===== config.mk =====
export PLATFORM = sky130hd
export DESIGN_NAME = ecu_operation_state_machine
export DESIGN_NICKNAME = d
export VERILOG_FILES = /design/src/design/ecu_opstate_pkg.sv /design/src/design/pin_sync_if.sv /design/src/design/pin_sync_filter.sv /design/src/design/ecu_operation_state_machine.sv
export SDC_FILE = /design/constraint.sdc
export NUM_CORES = 1
export LEC_CHECK = 0
export ABC_AREA = 0
export BUFFER_PORTS_ARGS = -buffer_cell sky130_fd_sc_hd__buf_2
export CELL_PAD_IN_SITES_DETAIL_PLACEMENT = 0
export CELL_PAD_IN_SITES_GLOBAL_PLACEMENT = 2
export CORE_MARGIN = 8
export CORE_UTILIZATION = 35
export DETAILED_ROUTE_END_ITERATION = 10
export HOLD_SLACK_MARGIN = 0.05
export PLACE_DENSITY_LB_ADDON = 0.25
export SLEW_MARGIN = 20
export SYNTH_ARGS = -nofsm -noshare
export SYNTH_HDL_FRONTEND = slang
export SYNTH_SLANG_ARGS = --single-unit

===== constraint.sdc =====
create_clock -name clk -period 5.1 [get_ports clk]
set_input_delay 1.02 -clock clk [delete_from_list [all_inputs] [get_ports clk]]
set_output_delay 1.02 -clock clk [all_outputs]
set_load 0.005 [all_outputs]

===== src/design/ecu_opstate_pkg.sv =====
package ecu_opstate_pkg;

    // one-hot operating states
    typedef enum logic [6:0] {
        ST_SLEEP      = 7'h01,
        ST_RAMPUP     = 7'h02,
        ST_NORMAL     = 7'h04,
        ST_AFTERRUN   = 7'h08,
        ST_AR_RESET   = 7'h10,
        ST_POWER_DOWN = 7'h20,
        ST_WAKE_CLEAR = 7'h40
    } state_type;

    // register byte addresses
    localparam logic [3:0] ADDR_OPERATION_CONFIG = 4'h0;
    localparam logic [3:0] ADDR_COMMAND_ZERO     = 4'h4;
    localparam logic [3:0] ADDR_OPERATION_STATUS = 4'h8;

    // operation_config_reg fields
    localparam int CFG_AFTERRUN_ENABLE = 0;
    localparam int CFG_AFTERRUN_RESET  = 1;
    localparam int CFG_MAIN_RELAY      = 2;
    // command_reg_zero fields
    localparam int CMD_WAKE_CLEAR      = 0;
    // operation_status_reg fields
    localparam int STAT_STATE_LSB      = 0;
    localparam int STAT_OPERATING_MODE = 8;
    localparam int STAT_WAKE_REQUEST   = 9;
    localparam int STAT_MAIN_RELAY     = 10;
    localparam int STAT_KEY            = 11;

    // reset values
    localparam logic RST_AFTERRUN_ENABLE = 1'b0;
    localparam logic RST_AFTERRUN_RESET  = 1'b0;
    localparam logic RST_MAIN_RELAY      = 1'b0;
    localparam logic RST_WAKE_CLEAR_CMD  = 1'b0;

    // cycle counts
    localparam logic [2:0] POR_SETTLE_CYCLES  = 3'h4;
    localparam logic [2:0] WAKE_CLEAR_CYCLES  = 3'h7;

    // positions of the synchronised inputs
    localparam int IN_KEY      = 0;
    localparam int IN_WAKE_PIN = 1;
    localparam int IN_CAN_WAKE = 2;
    localparam int IN_EOT_WAKE = 3;
    localparam int IN_V5V_OK   = 4;
    localparam int IN_BAT_HIGH = 5;
    localparam int IN_RAMPUP_TIMER_OVERFLOW    = 6;
    localparam int IN_POWERDOWN_COUNTER_OVERFLOW    = 7;
    localparam int IN_SECURE_SHUTOFF_TIMER_OVERFLOW  = 8;
    localparam int IN_POWERDOWN_TIMER_OVERFLOW   = 9;
    localparam int IN_COUNT    = 10;

    localparam logic [1:0] RESP_OKAY   = 2'h0;
    localparam logic [1:0] RESP_SLVERR = 2'h2;

endpackage


===== src/design/pin_sync_if.sv =====
`timescale 1ns/1ps
interface pin_sync_if #(parameter int W = 10);
    logic [W-1:0] raw;
    logic [W-1:0] clean;
    modport owner  (output raw, input clean);
    modport filter (input raw, output clean);
endinterface


===== src/design/pin_sync_filter.sv =====
`timescale 1ns/1ps
module pin_sync_filter #(
    parameter int W = 10
) (
    input  wire logic        clk,
    input  wire logic        arst_n,
    pin_sync_if.filter       pins
);
    typedef struct packed {
        logic [W-1:0] s1;
        logic [W-1:0] s2;
        logic [W-1:0] s3;
        logic [W-1:0] clean;
    } sync_state_type;

    sync_state_type r_q;
    sync_state_type r_d;

    // s1 feeds only s2; a bit changes once s2 and s3 agree
    always_comb begin
        r_d    = r_q;
        r_d.s1 = pins.raw;
        r_d.s2 = r_q.s1;
        r_d.s3 = r_q.s2;
        for (int i = 0; i < W; i++) begin
            if (r_q.s2[i] == r_q.s3[i]) begin
                r_d.clean[i] = r_q.s3[i];
            end
        end
    end

    always_ff @(posedge clk or negedge arst_n) begin
        if (!arst_n) begin
            r_q <= '0;
        end else begin
            r_q <= r_d;
        end
    end

    assign pins.clean = r_q.clean;
endmodule


===== src/design/ecu_operation_state_machine.sv =====
// Notes on behaviour
// - exactly seven operating states exist
// - sleep keeps the main relay off
// - reset with key and wake low gives sleep
// - reset with key or wake high gives ramp-up
// - sleep leaves for ramp-up on key or wake
// - ramp-up returns to sleep when both low
// - ramp-up timeout with wake only goes wake clear
// - ramp-up to normal once supply is good
// - normal relay follows battery level or relay bit
// - key low with afterrun enabled enters afterrun
// - afterrun keeps the unit supplied
// - afterrun enable cleared with wake low ends in sleep
// - power-down overflows lead to general power down
// - key back with reset bit clear resumes normal
// - key back with reset bit set: afterrun reset
// - afterrun reset lasts one clock, then normal
// - power down cuts supplies, holds relay, runs timer
// - power-down timer overflow goes to wake clear
// - wake clear runs the clear command behaviour
// - wake clear exits by key level
// - wake request ORs pin, bus and timer wakes
// - status bit shows normal or afterrun
`timescale 1ns/1ps
module ecu_operation_state_machine (
    input  wire logic        clk,
    input  wire logic        arst_n,
    input  wire logic [3:0]  awaddr,
    input  wire logic        awvalid,
    output logic             awready,
    input  wire logic [31:0] wdata,
    input  wire logic [3:0]  wstrb,
    input  wire logic        wvalid,
    output logic             wready,
    output logic [1:0]       bresp,
    output logic             bvalid,
    input  wire logic        bready,
    input  wire logic [3:0]  araddr,
    input  wire logic        arvalid,
    output logic             arready,
    output logic [31:0]      rdata,
    output logic [1:0]       rresp,
    output logic             rvalid,
    input  wire logic        rready,
    input  wire logic        keyAboveThreshold,
    input  wire logic        pinWakeSignal,
    input  wire logic        canWakeSignal,
    input  wire logic        engineOffTimerWake,
    input  wire logic        ecu5vSupplyOk,
    input  wire logic        batterySupplyHigh,
    input  wire logic        rampupTimerOverflow,
    input  wire logic        powerdownCounterOverflow,
    input  wire logic        secureShutoffTimerOverflow,
    input  wire logic        powerdownTimerOverflow,
    output logic             mainRelayOn,
    output logic             ecu5vSupplyEn,
    output logic             trackerSupplyEn,
    output logic             externalFunctionsEn,
    output logic             powerdownTimerRun,
    output logic             wakeClearActive,
    output logic             wakeClearMode,
    output logic             afterrunResetActive,
    output logic             operatingModeBit,
    output logic [6:0]       stateCode
);
    typedef struct packed {
        ecu_opstate_pkg::state_type state;
        logic                       porPending;
        logic [2:0]                 porCount;
        logic [2:0]                 clrCount;
        logic                       afterrunEnable;
        logic                       afterrunReset;
        logic                       relayRequest;
        logic                       wakeClearCmd;
        logic                       relayOn;
        logic                       awHeld;
        logic [3:0]                 awAddr;
        logic                       wHeld;
        logic [31:0]                wData;
        logic [3:0]                 wStrb;
        logic                       bValid;
        logic [1:0]                 bResp;
        logic                       rValid;
        logic [31:0]                rData;
        logic [1:0]                 rResp;
    } core_state_type;

    core_state_type r_q;
    core_state_type r_d;

    pin_sync_if #(.W(ecu_opstate_pkg::IN_COUNT)) pins ();

    assign pins.raw[ecu_opstate_pkg::IN_KEY]      = keyAboveThreshold;
    assign pins.raw[ecu_opstate_pkg::IN_WAKE_PIN] = pinWakeSignal;
    assign pins.raw[ecu_opstate_pkg::IN_CAN_WAKE] = canWakeSignal;
    assign pins.raw[ecu_opstate_pkg::IN_EOT_WAKE] = engineOffTimerWake;
    assign pins.raw[ecu_opstate_pkg::IN_V5V_OK]   = ecu5vSupplyOk;
    assign pins.raw[ecu_opstate_pkg::IN_BAT_HIGH] = batterySupplyHigh;
    assign pins.raw[ecu_opstate_pkg::IN_RAMPUP_TIMER_OVERFLOW]    = rampupTimerOverflow;
    assign pins.raw[ecu_opstate_pkg::IN_POWERDOWN_COUNTER_OVERFLOW]    = powerdownCounterOverflow;
    assign pins.raw[ecu_opstate_pkg::IN_SECURE_SHUTOFF_TIMER_OVERFLOW]  = secureShutoffTimerOverflow;
    assign pins.raw[ecu_opstate_pkg::IN_POWERDOWN_TIMER_OVERFLOW]   = powerdownTimerOverflow;

    pin_sync_filter #(.W(ecu_opstate_pkg::IN_COUNT)) inputSync (
        .clk    (clk),
        .arst_n (arst_n),
        .pins   (pins)
    );

    logic key;
    logic wake;
    logic v5vOk;
    logic batHigh;
    logic rtOf;
    logic pdOf;
    logic ssotOf;
    logic pdtOf;

    assign key     = pins.clean[ecu_opstate_pkg::IN_KEY];
    assign wake    = pins.clean[ecu_opstate_pkg::IN_WAKE_PIN]
                   | pins.clean[ecu_opstate_pkg::IN_CAN_WAKE]
                   | pins.clean[ecu_opstate_pkg::IN_EOT_WAKE];
    assign v5vOk   = pins.clean[ecu_opstate_pkg::IN_V5V_OK];
    assign batHigh = pins.clean[ecu_opstate_pkg::IN_BAT_HIGH];
    assign rtOf    = pins.clean[ecu_opstate_pkg::IN_RAMPUP_TIMER_OVERFLOW];
    assign pdOf    = pins.clean[ecu_opstate_pkg::IN_POWERDOWN_COUNTER_OVERFLOW];
    assign ssotOf  = pins.clean[ecu_opstate_pkg::IN_SECURE_SHUTOFF_TIMER_OVERFLOW];
    assign pdtOf   = pins.clean[ecu_opstate_pkg::IN_POWERDOWN_TIMER_OVERFLOW];

    // register index from byte address: 0 config, 1 command, 2 status, 3 unmapped
    function automatic logic [1:0] regIndex(input logic [3:0] addr);
        unique case (addr)
            ecu_opstate_pkg::ADDR_OPERATION_CONFIG: regIndex = 2'h0;
            ecu_opstate_pkg::ADDR_COMMAND_ZERO:     regIndex = 2'h1;
            ecu_opstate_pkg::ADDR_OPERATION_STATUS: regIndex = 2'h2;
            default:                                regIndex = 2'h3;
        endcase
    endfunction

    logic        opMode;
    logic [31:0] statusWord;

    assign opMode = (r_q.state == ecu_opstate_pkg::ST_NORMAL)
                  | (r_q.state == ecu_opstate_pkg::ST_AFTERRUN);

    always_comb begin
        statusWord = 32'h0000_0000;
        statusWord[ecu_opstate_pkg::STAT_STATE_LSB +: 7]    = r_q.state;
        statusWord[ecu_opstate_pkg::STAT_OPERATING_MODE]    = opMode;
        statusWord[ecu_opstate_pkg::STAT_WAKE_REQUEST]      = wake;
        statusWord[ecu_opstate_pkg::STAT_MAIN_RELAY]        = r_q.relayOn;
        statusWord[ecu_opstate_pkg::STAT_KEY]               = key;
    end

    assign awready = !r_q.awHeld && !r_q.bValid;
    assign wready  = !r_q.wHeld && !r_q.bValid;
    assign arready = !r_q.rValid;

    always_comb begin
        r_d = r_q;

        // register bus: address and data may arrive in either order
        if (awvalid && awready) begin
            r_d.awHeld = 1'b1;
            r_d.awAddr = awaddr;
        end
        if (wvalid && wready) begin
            r_d.wHeld = 1'b1;
            r_d.wData = wdata;
            r_d.wStrb = wstrb;
        end
        if (r_q.bValid && bready) begin
            r_d.bValid = 1'b0;
        end
        if (r_q.awHeld && r_q.wHeld && !r_q.bValid) begin
            r_d.awHeld = 1'b0;
            r_d.wHeld  = 1'b0;
            r_d.bValid = 1'b1;
            r_d.bResp  = ecu_opstate_pkg::RESP_OKAY;
            unique case (regIndex(r_q.awAddr))
                2'h0: begin
                    if (r_q.wStrb[0]) begin
                        r_d.afterrunEnable = r_q.wData[ecu_opstate_pkg::CFG_AFTERRUN_ENABLE];
                        r_d.afterrunReset  = r_q.wData[ecu_opstate_pkg::CFG_AFTERRUN_RESET];
                        r_d.relayRequest   = r_q.wData[ecu_opstate_pkg::CFG_MAIN_RELAY];
                    end
                end
                2'h1: begin
                    if (r_q.wStrb[0]) begin
                        r_d.wakeClearCmd = r_q.wData[ecu_opstate_pkg::CMD_WAKE_CLEAR];
                    end
                end
                2'h2: begin
                    // status is read only; the write is acknowledged and dropped
                end
                2'h3: begin
                    r_d.bResp = ecu_opstate_pkg::RESP_SLVERR;
                end
            endcase
        end
        if (r_q.rValid && rready) begin
            r_d.rValid = 1'b0;
        end
        if (arvalid && !r_q.rValid) begin
            r_d.rValid = 1'b1;
            r_d.rResp  = ecu_opstate_pkg::RESP_OKAY;
            r_d.rData  = 32'h0000_0000;
            unique case (regIndex(araddr))
                2'h0: begin
                    r_d.rData[ecu_opstate_pkg::CFG_AFTERRUN_ENABLE] = r_q.afterrunEnable;
                    r_d.rData[ecu_opstate_pkg::CFG_AFTERRUN_RESET]  = r_q.afterrunReset;
                    r_d.rData[ecu_opstate_pkg::CFG_MAIN_RELAY]      = r_q.relayRequest;
                end
                2'h1: r_d.rData[ecu_opstate_pkg::CMD_WAKE_CLEAR] = r_q.wakeClearCmd;
                2'h2: r_d.rData = statusWord;
                2'h3: r_d.rResp = ecu_opstate_pkg::RESP_SLVERR;
            endcase
        end

        // operating state machine; seven states only
        r_d.clrCount = 3'h0;
        if (r_q.porPending) begin
            // inputs settle through the synchroniser before the reset decision
            r_d.porCount = r_q.porCount + 3'h1;
            if (r_q.porCount == ecu_opstate_pkg::POR_SETTLE_CYCLES) begin
                r_d.porPending = 1'b0;
                if (key || wake) begin
                    r_d.state = ecu_opstate_pkg::ST_RAMPUP;
                end else begin
                    r_d.state = ecu_opstate_pkg::ST_SLEEP;
                end
            end
        end else begin
            unique case (r_q.state)
                ecu_opstate_pkg::ST_SLEEP: begin
                    if (key || wake) begin
                        r_d.state = ecu_opstate_pkg::ST_RAMPUP;
                    end
                end
                ecu_opstate_pkg::ST_RAMPUP: begin
                    if (!key && !wake) begin
                        r_d.state = ecu_opstate_pkg::ST_SLEEP;
                    end else if (v5vOk) begin
                        r_d.state = ecu_opstate_pkg::ST_NORMAL;
                    end else if (!key && rtOf) begin
                        r_d.state = ecu_opstate_pkg::ST_WAKE_CLEAR;
                    end
                end
                ecu_opstate_pkg::ST_NORMAL: begin
                    if (!key && (pdOf || ssotOf)) begin
                        r_d.state = ecu_opstate_pkg::ST_POWER_DOWN;
                    end else if (!key && r_q.afterrunEnable) begin
                        r_d.state = ecu_opstate_pkg::ST_AFTERRUN;
                    end else if (!key && !wake) begin
                        r_d.state = ecu_opstate_pkg::ST_SLEEP;
                    end
                end
                ecu_opstate_pkg::ST_AFTERRUN: begin
                    if (pdOf || ssotOf) begin
                        r_d.state = ecu_opstate_pkg::ST_POWER_DOWN;
                    end else if (key && r_q.afterrunReset) begin
                        r_d.state = ecu_opstate_pkg::ST_AR_RESET;
                    end else if (key) begin
                        r_d.state = ecu_opstate_pkg::ST_NORMAL;
                    end else if (!r_q.afterrunEnable && !wake) begin
                        r_d.state = ecu_opstate_pkg::ST_SLEEP;
                    end
                end
                ecu_opstate_pkg::ST_AR_RESET: begin
                    r_d.state = ecu_opstate_pkg::ST_NORMAL;
                end
                ecu_opstate_pkg::ST_POWER_DOWN: begin
                    if (pdtOf) begin
                        r_d.state = ecu_opstate_pkg::ST_WAKE_CLEAR;
                    end
                end
                ecu_opstate_pkg::ST_WAKE_CLEAR: begin
                    // bounded wait so a stuck wake source cannot hold the state
                    r_d.clrCount = r_q.clrCount + 3'h1;
                    if (!wake || r_q.clrCount == ecu_opstate_pkg::WAKE_CLEAR_CYCLES) begin
                        r_d.clrCount = 3'h0;
                        r_d.state = key ? ecu_opstate_pkg::ST_RAMPUP
                                        : ecu_opstate_pkg::ST_SLEEP;
                    end
                end
                default: r_d.state = ecu_opstate_pkg::ST_SLEEP;
            endcase
        end

        // relay follows the state being entered
        unique case (r_d.state)
            ecu_opstate_pkg::ST_SLEEP:    r_d.relayOn = 1'b0;
            ecu_opstate_pkg::ST_RAMPUP:   r_d.relayOn = batHigh;
            ecu_opstate_pkg::ST_NORMAL,
            ecu_opstate_pkg::ST_AFTERRUN: r_d.relayOn = batHigh | r_q.relayRequest;
            default:                      r_d.relayOn = r_q.relayOn;
        endcase
    end

    always_ff @(posedge clk or negedge arst_n) begin
        if (!arst_n) begin
            r_q                <= '0;
            r_q.state          <= ecu_opstate_pkg::ST_SLEEP;
            r_q.porPending     <= 1'b1;
            r_q.afterrunEnable <= ecu_opstate_pkg::RST_AFTERRUN_ENABLE;
            r_q.afterrunReset  <= ecu_opstate_pkg::RST_AFTERRUN_RESET;
            r_q.relayRequest   <= ecu_opstate_pkg::RST_MAIN_RELAY;
            r_q.wakeClearCmd   <= ecu_opstate_pkg::RST_WAKE_CLEAR_CMD;
        end else begin
            r_q <= r_d;
        end
    end

    logic supplied;
    assign supplied = (r_q.state == ecu_opstate_pkg::ST_RAMPUP)
                    | (r_q.state == ecu_opstate_pkg::ST_NORMAL)
                    | (r_q.state == ecu_opstate_pkg::ST_AFTERRUN)
                    | (r_q.state == ecu_opstate_pkg::ST_AR_RESET);

    assign bvalid              = r_q.bValid;
    assign bresp               = r_q.bResp;
    assign rvalid              = r_q.rValid;
    assign rdata               = r_q.rData;
    assign rresp               = r_q.rResp;
    assign mainRelayOn         = r_q.relayOn;
    assign ecu5vSupplyEn       = supplied && !r_q.porPending;
    assign trackerSupplyEn     = supplied && !r_q.porPending;
    assign externalFunctionsEn = opMode;
    assign powerdownTimerRun   = (r_q.state == ecu_opstate_pkg::ST_POWER_DOWN);
    assign wakeClearActive     = (r_q.state == ecu_opstate_pkg::ST_WAKE_CLEAR);
    assign wakeClearMode       = r_q.wakeClearCmd;
    assign afterrunResetActive = (r_q.state == ecu_opstate_pkg::ST_AR_RESET);
    assign operatingModeBit    = opMode;
    assign stateCode           = r_q.state;

    sleep_relay_a: assert property (@(posedge clk) disable iff (!arst_n)
        r_q.state == ecu_opstate_pkg::ST_SLEEP |-> !mainRelayOn)
        else $error("relay on in sleep");

    sleep_exit_a: assert property (@(posedge clk) disable iff (!arst_n)
        (r_q.state == ecu_opstate_pkg::ST_SLEEP && !r_q.porPending && (key || wake))
        |=> r_q.state == ecu_opstate_pkg::ST_RAMPUP)
        else $error("sleep did not leave for ramp-up");

    rampup_abort_a: assert property (@(posedge clk) disable iff (!arst_n)
        (r_q.state == ecu_opstate_pkg::ST_RAMPUP && !r_q.porPending && !key && !wake)
        |=> r_q.state == ecu_opstate_pkg::ST_SLEEP)
        else $error("ramp-up did not fall back to sleep");

    rampup_timeout_a: assert property (@(posedge clk) disable iff (!arst_n)
        (r_q.state == ecu_opstate_pkg::ST_RAMPUP && !r_q.porPending && !key && wake
         && rtOf && !v5vOk) |=> r_q.state == ecu_opstate_pkg::ST_WAKE_CLEAR)
        else $error("ramp-up timeout missed wake clear");

    afterrun_entry_a: assert property (@(posedge clk) disable iff (!arst_n)
        (r_q.state == ecu_opstate_pkg::ST_NORMAL && !r_q.porPending && !key
         && r_q.afterrunEnable && !pdOf && !ssotOf)
        |=> r_q.state == ecu_opstate_pkg::ST_AFTERRUN && operatingModeBit)
        else $error("afterrun not entered");

    afterrun_resume_a: assert property (@(posedge clk) disable iff (!arst_n)
        (r_q.state == ecu_opstate_pkg::ST_AFTERRUN && !r_q.porPending && key
         && !r_q.afterrunReset && !pdOf && !ssotOf)
        |=> r_q.state == ecu_opstate_pkg::ST_NORMAL)
        else $error("afterrun did not resume normal");

    ar_reset_single_a: assert property (@(posedge clk) disable iff (!arst_n)
        $rose(afterrunResetActive) |=> !afterrunResetActive
        && r_q.state == ecu_opstate_pkg::ST_NORMAL)
        else $error("afterrun reset longer than one clock");

    power_down_a: assert property (@(posedge clk) disable iff (!arst_n)
        r_q.state == ecu_opstate_pkg::ST_POWER_DOWN
        |-> !ecu5vSupplyEn && !trackerSupplyEn && powerdownTimerRun
        && $stable(mainRelayOn))
        else $error("power down outputs wrong");

    pdt_exit_a: assert property (@(posedge clk) disable iff (!arst_n)
        (r_q.state == ecu_opstate_pkg::ST_POWER_DOWN && !r_q.porPending && pdtOf)
        |=> wakeClearActive)
        else $error("power-down timer overflow ignored");

    por_decide_a: assert property (@(posedge clk) disable iff (!arst_n)
        $fell(r_q.porPending) |-> r_q.state == (($past(key) || $past(wake))
        ? ecu_opstate_pkg::ST_RAMPUP : ecu_opstate_pkg::ST_SLEEP))
        else $error("reset decision wrong");
endmodule


Yosys cells after proc, flatten, opt, wreduce, memory -nomap -nowiden. Cells that the tools add are included.

Bitwise gates (word level): 7. Multiplexer cells: 40. Eq/ne operators: 32. $add $sub $neg: 2. Reductions and logical operators: 39.

Operator list (count): $mux W7 (14); $pmux W7 S7 (1); $mux W37 (1); $mux W35 (1); $logic_and A1 B1 Y1 (16); $eq A7 B1 Y1 const B (2); $eq A7 B2 Y1 const B (2); $eq A7 B3 Y1 const B (2); $eq A7 B4 Y1 const B (2); $mux W2 (6); $mux W3 (4); $pmux W2 S3 (2); $eq A1 B1 Y1 (10); $mux W9 (1); $eq A4 B3 Y1 const B (2); $eq A4 B4 Y1 const B (2); $logic_not A1 Y1 (8); $logic_not A4 Y1 (2); $mux W8 (1); $reduce_bool A2 Y1 (4); $eq A7 B5 Y1 const B (1); $eq A7 B6 Y1 const B (1); $eq A7 B7 Y1 const B (1); $or A1 B1 Y1 (7); 14 further kinds (27).

Register bits: 139. Logic and storage cells: 152. Bits of input ports: 61. Output and inout bits: 57.

Longest topological paths before layout. Gate-level depths: netlist of the first run.

Depth after elaboration: 13. Depth in mapped cells: 12. Gate-level depth less buffers: 11.

Cells and area by module. From an unflattened synthesis of the first run, not the netlist that was laid out.

Cell total of the unflattened synthesis: 346. Area, all modules: 3978.8 sq um.

By module, submodules not included: ecu_operation_state_machine (seq. area each 1103.6 sq um, instances 1, cells an instance 286, area each 2790.2 sq um); pin_sync_filter (seq. area each 1001.0 sq um, instances 1, cells an instance 60, area each 1188.6 sq um).

Worst setup path after synthesis of the first run. No wires, ideal clock.

Path kind: register to output. From: register r_q, in the netlist stateCode[0]. To: output port operatingModeBit. Slack: 2569 ps. Stages on the path, launching flop included: 6. Arrival time: 1511 ps. Required time: 4080 ps. Cells stage by stage: dfstp_2 -> buf_6 -> or3_4 -> or4_4 -> inv_1 -> buf_4.

Word-level cells in the longest chain between the ends: 2. Elaborated cells on any way between the ends: 3.

RTL lines: start: declaration (RTL line ecu_operation_state_machine.sv:88) `core_state_type r_q;`; start signal: assignment (RTL line ecu_operation_state_machine.sv:310) `r_q <= r_d;`; $eq A7 B3 Y1 / $eq A7 B4 Y1 (equally long branches) (RTL line ecu_operation_state_machine.sv:143, ecu_operation_state_machine.sv:144); $or A1 B1 Y1 * (RTL line ecu_operation_state_machine.sv:144) `| (r_q.state == ecu_opstate_pkg::ST_AFTERRUN);`; end: declaration (RTL line ecu_operation_state_machine.sv:63) `output logic operatingModeBit,`.

Mark *: on every way between the ends. The rest lies on a longest branch, timed or not.

Worst setup path after layout of the first run.
From: register r_q, in the netlist stateCode[6]. To: output port externalFunctionsEn.

Word-level cells in the longest chain between the ends: 2. Elaborated cells on any way between the ends: 3.

RTL lines: $eq A7 B3 Y1 / $eq A7 B4 Y1 (equally long branches) (RTL line ecu_operation_state_machine.sv:143, ecu_operation_state_machine.sv:144); $or A1 B1 Y1 * (RTL line ecu_operation_state_machine.sv:144); end: declaration (RTL line ecu_operation_state_machine.sv:58) `output logic externalFunctionsEn,`.

Marked as above.

==> results.yml, run 1 <==
clock_tree:
  cts_sinks: 84
  insertion_delay_ns: 0.34
  ctsResizeCount: 0
  cts_tree: "yes"
  cts_buffer_depth: 2
  path_clk_slew_ns: 0.06
  cts-htree-levels: 3
  ctsHoldBuffers: 0
  cts_root_buf: "clkbuf_16"
  cts_made_buffers: 9
  postCtsSetupBuffers: 0
cells_and_area:
  areaGrowthSynthToFinish_pct: 12.3
  drive_gt1_share_pct: 29.2
  multi_input_area_sq_um: 1450
  area.sequential_sq_um: 2100
  fill_cells: 1120
  nNetsFinal: 443
  diodes: 0
  finalNonFillerCells: 526
logic_synthesis:
  synthFlopType: "dfrtp_1"
  synth_top_cell_by_area: "dfrtp_1"
  synth.cell_area_sq_um: 3950
  synth.top_cell.area_share_pct: 51.9
  synthXorXnorAreaFrac_pct: 1.30
  synth_top_family_by_area: "simple AND/OR/NAND/NOR gates"
  synthTopCellsByArea: "dfrtp_1 (52%), buf_4 (8.7%), mux2_2 (3.1%)"
  synth_warnings: 0
  synthSimpleGateAreaFrac_pct: 13.4
  synth_fa_ha_area_share_pct: 3.80
  synth_common_cells: "dfrtp_1 (82), buf_4 (46), nand2_1 (24), o21ai_0 (16), inv_1 (13)"
  synth_compound_area_share_pct: 12.0
  synthMuxAreaShare_pct: 4.15
  syn_inst: 341
  synth.avg_cell_area_sq_um: 11.6
  synth-edff-count: 0
  synth_cell_types: 60
  synth.most_common_cell: "dfrtp_1"
  ys_seq_elements: 84
  async_flop_share_pct: 100
  synth-seq-area-share_pct: 53.2
floorplanning:
  dieArea_sq_um: 15000
  start_util_pct: 35.2
  core_sq_um: 11200
  die_h_um: 122
  num_io_pins: 118
  rows: 39
  die_w_um: 122
pwr:
  p_leak_nw: 2.06
  seqPwrFrac_pct: 44.0
  p_comb_share_pct: 20.6
  sw_frac_of_total_pct: 29.0
  clockPowerShare_pct: 35.4
  power.density_nw_per_um2: 450
  vdd_ir_drop_max_v: 0.000168
  netSwitchingPower_mw: 0.579
  internal_power_mw: 1.42
global_routing:
  grt_usage_pct: 11.3
  gr-total-overflow: 0
  grt_max_degree: 85
  antenna_found_initial: 0
  grt_pass1_vias: 2619
  grt_pass1_wl_um: 13200
setup_path:
  cp_cell_sequence: "or3_4 -> or4_4 -> inv_1 -> buf_2"
  crit_type: "flop to output port"
  max_stage_delay_ns: 0.57
  end_kind: "output port"
  path_max_fanout: 12
  cp_data_arrival_time_ns: 2.11
  cp_top_family: "simple AND/OR/NAND/NOR gates"
  crit_slowest_cell: "dfrtp_1"
  required_ns: 4.08
  critPathBufInv: 2
  critPathLaunchType: "flop"
timing:
  setup_viol: 0
  hold_viol: 0
  rsz0062_at_grt: "false"
  worst_pin_slew_ns: 0.787
  finalCriticalPeriod_ns: 3.13
  fin_skew_ns: 0.00752
  slew_headroom_pct: 47.6
  fin_crit_sh_pct: 61.3
  fmax_mhz: 320
  setup_total_negative_slack_ns: 0
  drv_slew: 0
hold_path:
  hold_class: "flop to flop"
routing:
  ant_nets: 0
  firstDrtPassIters: 4
  viasPerCell: 4.66
  drt_iter0_drc: 100
  num_vias: 2452
  drc: 0
  drt_wl_total_um: 8000
  wl_per_cell_um: 15.2
flow_run:
  cap_violations: 0
placement:
  placedCellCount: 510
  numPortBuffers: 62
  place.gp.congestion: 0.779
  dp_hpwl_um: 5810
outcome:
  outcome: "finished, final reports clean"
-- placed cells by master (no fill, tap or decap), types with 5 or more instances in the layout --
master and instances:
a21oi_1 7, a22o_1 6, and2_1 5, buf_2 61, clkbuf_16 9, conb_1 23
dfrtp_1 82, inv_1 13, maj3_1 10, mux2_2 11, nand2_1 24, nand3_1 5
nor2_1 12, nor3_1 6, nor3_2 5, o21ai_0 16
-- sequential cells by signal (all words and copies together), names as in the netlist --
name and count:
bvalid 1, wakeClearMode 1, bresp 1, mainRelayOn 1, rresp 1, inputSync.r_d 20
stateCode 7, r_q 20, inputSync.r_q 10, rvalid 1, inputSync.pins.clean 10, rdata 11
-- final timing paths --
check	startpoint	end	slack, ns	depth (start not counted)
max	stateCode[6]	externalFunctionsEn	1.97	4
min	inputSync.r_d[24]	inputSync.r_d[14]	0.35	0
max reg2reg	stateCode[3]	mainRelayOn	2.36	9
min reg2reg	inputSync.r_d[24]	inputSync.r_d[14]	0.35	0
max in group asynchronous	arst_n	rdata[11]	3.82	1
min in group asynchronous	arst_n	r_q[90]	0.69	1
-- kinds of logic after synthesis --
family,after synthesis
compound gates,64
xor+xnor,5
fa+ha+maj,14
buf+inv,72
flops,84
mux,15
other cells,1
simple gates,86
-- cell type report --
| type | instances | share of cell area (%) |
|---|---|---|
| clock buffer | 11 | 5.47 |
| inverter | 13 | 1.10 |
| sequential | 84 | 47.4 |
| tap | 143 | 4.03 |
| clock inverter | 5 | 1.89 |
| timing repair buffer | 63 | 7.30 |
| multi-input combinational | 207 | 32.8 |
-- per-layer routing --
metal  part of all wire, %  vias to the layer above  GRT usage [%]
met2                    44                       84           16.8
li1                      -                     1212              -
met3                   6.9                        8           3.04
met5                     0                        -              0
met4                   1.4                        0           5.18
met1                    48                     1148           15.2
-- through the flow --
stage	power [mW]	area, sq um	utilization (%)	hold slack (ns)	setup slack (ns)
after global routing	2.12	4440	39.5	0.355	1.86
after floorplan	1.21	4040	-	0.331	2.57
after global placement	1.31	4110	36.6	0.331	2.32
after CTS	2.03	4430	39.5	0.348	1.95
final	2.00	4440	39.5	0.346	1.97
after detailed placement	1.31	4110	36.6	0.335	2.32
-- power by group through the flow --
| stage | clock [mW] | sequential [mW] | combinational (mW) |
|---|---|---|---|
| after floorplan | 0 | 0.842 | 0.371 |
| after global placement | 0 | 0.892 | 0.416 |
| after detailed placement | 0 | 0.896 | 0.417 |
| after CTS | 0.729 | 0.883 | 0.418 |
| after global routing | 0.761 | 0.899 | 0.465 |
| final | 0.706 | 0.879 | 0.411 |
(Power assumes the default switching activity.)
==> inputs of run 2 (changes only) <==
- CORE_UTILIZATION: 35 -> 29
- clock period: 5.1 -> 2.64 ns (I/O delays scaled with it)
==> run 2 against run 1 <==
Sequential power increased by 93%. Clock power grew 78%. Highest routed layer unchanged. Die area grew 18%.
==> results.yml, run 2 (synthesized netlist as in run 1, its figures left out) <==
outcome:
  outcome: "finished, final reports clean"
pwr:
  power.density_nw_per_um2: 833
  internal_power_mw: 2.68
  netSwitchingPower_mw: 1.16
  clockPowerShare_pct: 32.9
  total_power_mw: 3.84
  sw_frac_of_total_pct: 30.2
  p_comb_share_pct: 23.0
  vdd_ir_drop_max_v: 0.000313
  seqPwrFrac_pct: 44.2
  p_leak_nw: 2.14
placement:
  placed_cell_area_sq_um: 4290
  dp_hpwl_um: 6450
  numPortBuffers: 62
  place.gp.congestion: 0.780
  place_ws_ns: 0.0675
timing:
  hold_viol: 0
  finalCriticalPeriod_ns: 2.49
  fmax_mhz: 402
  rsz0062_at_grt: "false"
  setup_total_negative_slack_ns: 0
  setup_viol: 0
  drv_slew: 0
  fin_crit_sh_pct: 94.3
  worst_pin_slew_ns: 0.511
  fin_skew_ns: 0.00743
  slew_headroom_pct: 65.9
  fin_ws_ns: 0.150
clock_tree:
  postCtsSetupBuffers: 0
  path_clk_slew_ns: 0.06
  cts_sinks: 84
  cts-htree-levels: 3
  ctsHoldBuffers: 0
  cts_root_buf: "clkbuf_16"
  cts_tree: "yes"
  cts_buffer_depth: 2
  insertion_delay_ns: 0.34
  cts_made_buffers: 9
floorplanning:
  num_io_pins: 118
  die_w_um: 133
  die_h_um: 133
  start_util_pct: 29.7
  rows: 42
  core_sq_um: 13300
  dieArea_sq_um: 17600
global_routing:
  grt_pass1_vias: 2808
  gr-total-overflow: 0
  grt_max_degree: 47
  antenna_found_initial: 0
  grt_usage_pct: 10.1
  grt_pass1_wl_um: 14300
setup_path:
  cp_cell_sequence: "nor4b_4 -> and2_1 -> nand4_1 -> and2_0 -> a32o_1 -> a22o_2 -> a31oi_1 -> o21a_1 -> o22ai_2"
  max_stage_delay_ns: 0.49
  crit_type: "flop to flop"
  rrSetupSlack_ns: 0.15
  critPathBufInv: 0
  cp_data_arrival_time_ns: 2.71
  required_ns: 2.86
  cp_top_family: "compound AO/OA/AOI/OAI gates"
  critPathLaunchType: "flop"
  crit_slowest_cell: "dfrtp_2"
  end_kind: "flop"
  path_max_fanout: 8
routing:
  ant_nets: 0
  num_vias: 2533
  drc: 0
  viasPerCell: 4.40
  firstDrtPassIters: 4
  drt_iter0_drc: 116
  drt_wl_total_um: 8380
  wl_per_cell_um: 14.5
cells_and_area:
  fill_cells: 1354
  design_area_sq_um: 4610
  drive_gt1_share_pct: 33.3
  multi_input_area_sq_um: 1470
  final_common_cell: "dfrtp_1"
  areaGrowthSynthToFinish_pct: 16.5
  nNetsFinal: 460
  area.sequential_sq_um: 2110
  final_cell_mix: "dfrtp_1 (79), buf_2 (61), nand2_1 (24), conb_1 (23), buf_4 (18)"
  diodes: 0
hold_path:
  hold_class: "input pin to async pin"
flow_run:
  cap_violations: 0
run 2: changes by cell type in the layout (fill, tap and decap cells not counted), sizes merged:
cell      before  now
buf           63   80
inv           14   16
bufinv         2    1
clkbuf        11   10
clkinv         1    2
clkinvlp       1    0
run 2: metal layers:
metal  vias up  wire length [um]  track usage [%]
met5         -                 0                0
met2        69              3690             15.2
met1      1218              4150             13.0
met3         8               426             3.48
met4         0               106             3.79
li1       1238                 -                -
run 2: path summary, 6_finish.rpt:
path                            cells after the start           endpoint         startpoint
max in group asynchronous                           2       stateCode[0]             arst_n
min in group clk                                    1  inputSync.r_d[21]      pinWakeSignal
worst max-delay path                                9        mainRelayOn       stateCode[4]
worst min-delay path                                1       stateCode[6]             arst_n
worst max register to register                      9        mainRelayOn       stateCode[4]
worst min register to register                      0  inputSync.r_d[17]  inputSync.r_d[27]
run 2: repair_timing:
action | CTS | global route
resized for setup | 0 | 5
setup endpoints to repair | 0 | 1
endpoints found under the hold margin | 0 | 0
run 2: power by group through the flow:
stage	clock (mW)	sequential, mW	combinational (mW)
after floorplan	0	1.63	0.717
after global placement	0	1.72	0.882
after global routing	1.37	1.73	0.989
after detailed placement	0	1.72	0.887
final	1.26	1.70	0.881
after CTS	1.31	1.70	0.890
run 2: metrics by stage:
stage          hold slack, ns  utilization (%)  instances
2_1_floorplan           0.232                -        363
3_3_place_gp            0.331             32.3        560
3_5_place_dp            0.335             32.3        560
4_1_cts                 0.164             34.5        576
5_1_grt                 0.183             34.6        576
6_report                0.152             34.6        576
run 2: worst register-to-register path, stage by stage, from the launching register on:
cell and delay, ns:
dfrtp_2 0.49, nor4b_4 0.36, and2_1 0.19, nand4_1 0.18, and2_0 0.21, a32o_1 0.29, a22o_2 0.25, a31oi_1 0.18
o21a_1 0.15, o22ai_2 0.07
run 2: area by class of cell:
| cell class | count | share of cell area, % |
|---|---|---|
| clock buffer | 10 | 4.97 |
| tap | 176 | 4.78 |
| clock inverter | 6 | 1.52 |
| sequential | 84 | 45.8 |
| multi-input combinational | 207 | 31.9 |
| inverter | 13 | 1.06 |
| timing repair buffer | 80 | 10.0 |
==> inputs of run 3 (changes only) <==
- CORE_UTILIZATION: 29 -> 35
- clock period: 2.64 -> 3.1 ns (I/O delays scaled with it)
==> run 3 against run 2 <==
Hold slack better by 0.15 ns. Sequential power down 16%. Non-clock buffer count decreased by 14. Register-to-register slack gained 0.24 ns. Combinational power shrank 20%. Clock-buffer cell count rose by 1. Critical path depth is 5 lower. Clock power shrank 8%. Die area shrank 15%. Core utilization rose by 5.1 points. Power down 14%. Largest cell class unchanged. Highest routed layer unchanged.
==> results.yml, run 3 (synthesized netlist as in run 1, its figures left out) <==
outcome:
  outcome: "finished, final reports clean"
hold_path:
  hold_class: "input pin to async pin"
placement:
  placed_cell_area_sq_um: 4130
  numPortBuffers: 62
  place.gp.congestion: 0.786
  place_ws_ns: 0.373
  dp_hpwl_um: 5850
  placedCellCount: 513
setup_path:
  crit_slowest_cell: "dfrtp_1"
  end_kind: "output port"
  max_stage_delay_ns: 0.57
  crit_type: "flop to output port"
  cp_cell_sequence: "or3_4 -> or4_4 -> inv_1 -> buf_2"
  required_ns: 2.48
  path_max_fanout: 12
  critPathBufInv: 2
  critPathLaunchType: "flop"
  cp_data_arrival_time_ns: 2.10
  cp_top_family: "simple AND/OR/NAND/NOR gates"
global_routing:
  gr-total-overflow: 0
  grt_pass1_vias: 2519
  grt_usage_pct: 11.1
  grt_pass1_wl_um: 13000
  grt_max_degree: 85
  antenna_found_initial: 0
floorplanning:
  rows: 39
  die_w_um: 122
  dieArea_sq_um: 15000
  start_util_pct: 35.2
  die_h_um: 122
  core_sq_um: 11200
  num_io_pins: 118
clock_tree:
  cts_buffer_depth: 2
  cts_root_buf: "clkbuf_16"
  ctsResizeCount: 0
  cts-htree-levels: 3
  insertion_delay_ns: 0.33
  path_clk_slew_ns: 0.07
  cts_made_buffers: 9
  cts_tree: "yes"
  ctsHoldBuffers: 0
  postCtsSetupBuffers: 0
  cts_sinks: 84
cells_and_area:
  final_cell_mix: "dfrtp_1 (82), buf_2 (61), nand2_1 (24), conb_1 (23), o21ai_0 (16)"
  design_area_sq_um: 4460
  final_common_cell: "dfrtp_1"
  areaGrowthSynthToFinish_pct: 12.8
  drive_gt1_share_pct: 29.8
  fin_util_pct: 39.7
  finalNonFillerCells: 529
  nNetsFinal: 446
  diodes: 0
timing:
  fin_skew_ns: 0.00626
  setup_viol: 0
  fin_ws_ns: 0.380
  hold_viol: 0
  slew_headroom_pct: 48.3
  fmax_mhz: 368
  setup_total_negative_slack_ns: 0
  worst_pin_slew_ns: 0.776
  whs_ns: 0.307
  fin_crit_sh_pct: 87.8
  drv_slew: 0
  rsz0062_at_grt: "false"
  finalCriticalPeriod_ns: 2.72
pwr:
  total_power_mw: 3.30
  power.density_nw_per_um2: 740
  p_leak_nw: 2.07
  vdd_ir_drop_max_v: 0.000276
routing:
  drc: 0
  viasPerCell: 4.63
  wl_per_cell_um: 15.2
  ant_nets: 0
  drt_wl_total_um: 8060
  num_vias: 2449
  drt_iter0_drc: 118
  firstDrtPassIters: 7
flow_run:
  cap_violations: 0
## run 3: cell count changes in the layout (fill, tap and decap cells not counted), sizes merged
cell / previous run / this run
clkinv: 2 / 0
bufinv: 1 / 2
clkinvlp: 0 / 2
buf: 80 / 66
inv: 16 / 14
clkbuf: 10 / 11
## run 3: report_power, final
part | switching (mW) | internal, mW | leakage, nW
Sequential | 0.168 | 1.27 | 1.04
Combinational | 0.363 | 0.338 | 0.876
Clock | 0.434 | 0.731 | 0.152
Total | 0.964 | 2.34 | 2.07
## run 3: path summary, 6_finish.rpt
| check | cells past startpoint | startpoint | to | slack (ns) |
|---|---|---|---|---|
| worst min-delay path | 1 | arst_n | rdata[5] | 0.31 |
| worst max register to register | 9 | stateCode[2] | mainRelayOn | 0.39 |
| worst min register to register | 0 | inputSync.r_d[23] | inputSync.r_d[13] | 0.35 |
| worst max-delay path | 4 | stateCode[6] | operatingModeBit | 0.38 |
| max in group asynchronous | 1 | arst_n | rdata[9] | 2.22 |
| min in group clk | 0 | inputSync.r_d[23] | inputSync.r_d[13] | 0.35 |
## run 3: cell type report
type	instances	area, sq um
repair buffers	66	347
clock inverters	5	83.8
well taps	143	179
multi-input cells	207	1450
clock buffers	11	243
flip-flops and latches	84	2100
inverters	13	48.8
fillers	1110	6760
## run 3: metal layers
layer  vias up  routed length [um]  track usage (%)  share of wire [%]
li1       1210                   -                -                  -
met1      1153                3940             15.4                 49
met2        81                3550             16.3                 44
met3         5                 478             3.17                5.9
met4         0                  95             3.96                1.2
met5         -                   0                0                  0
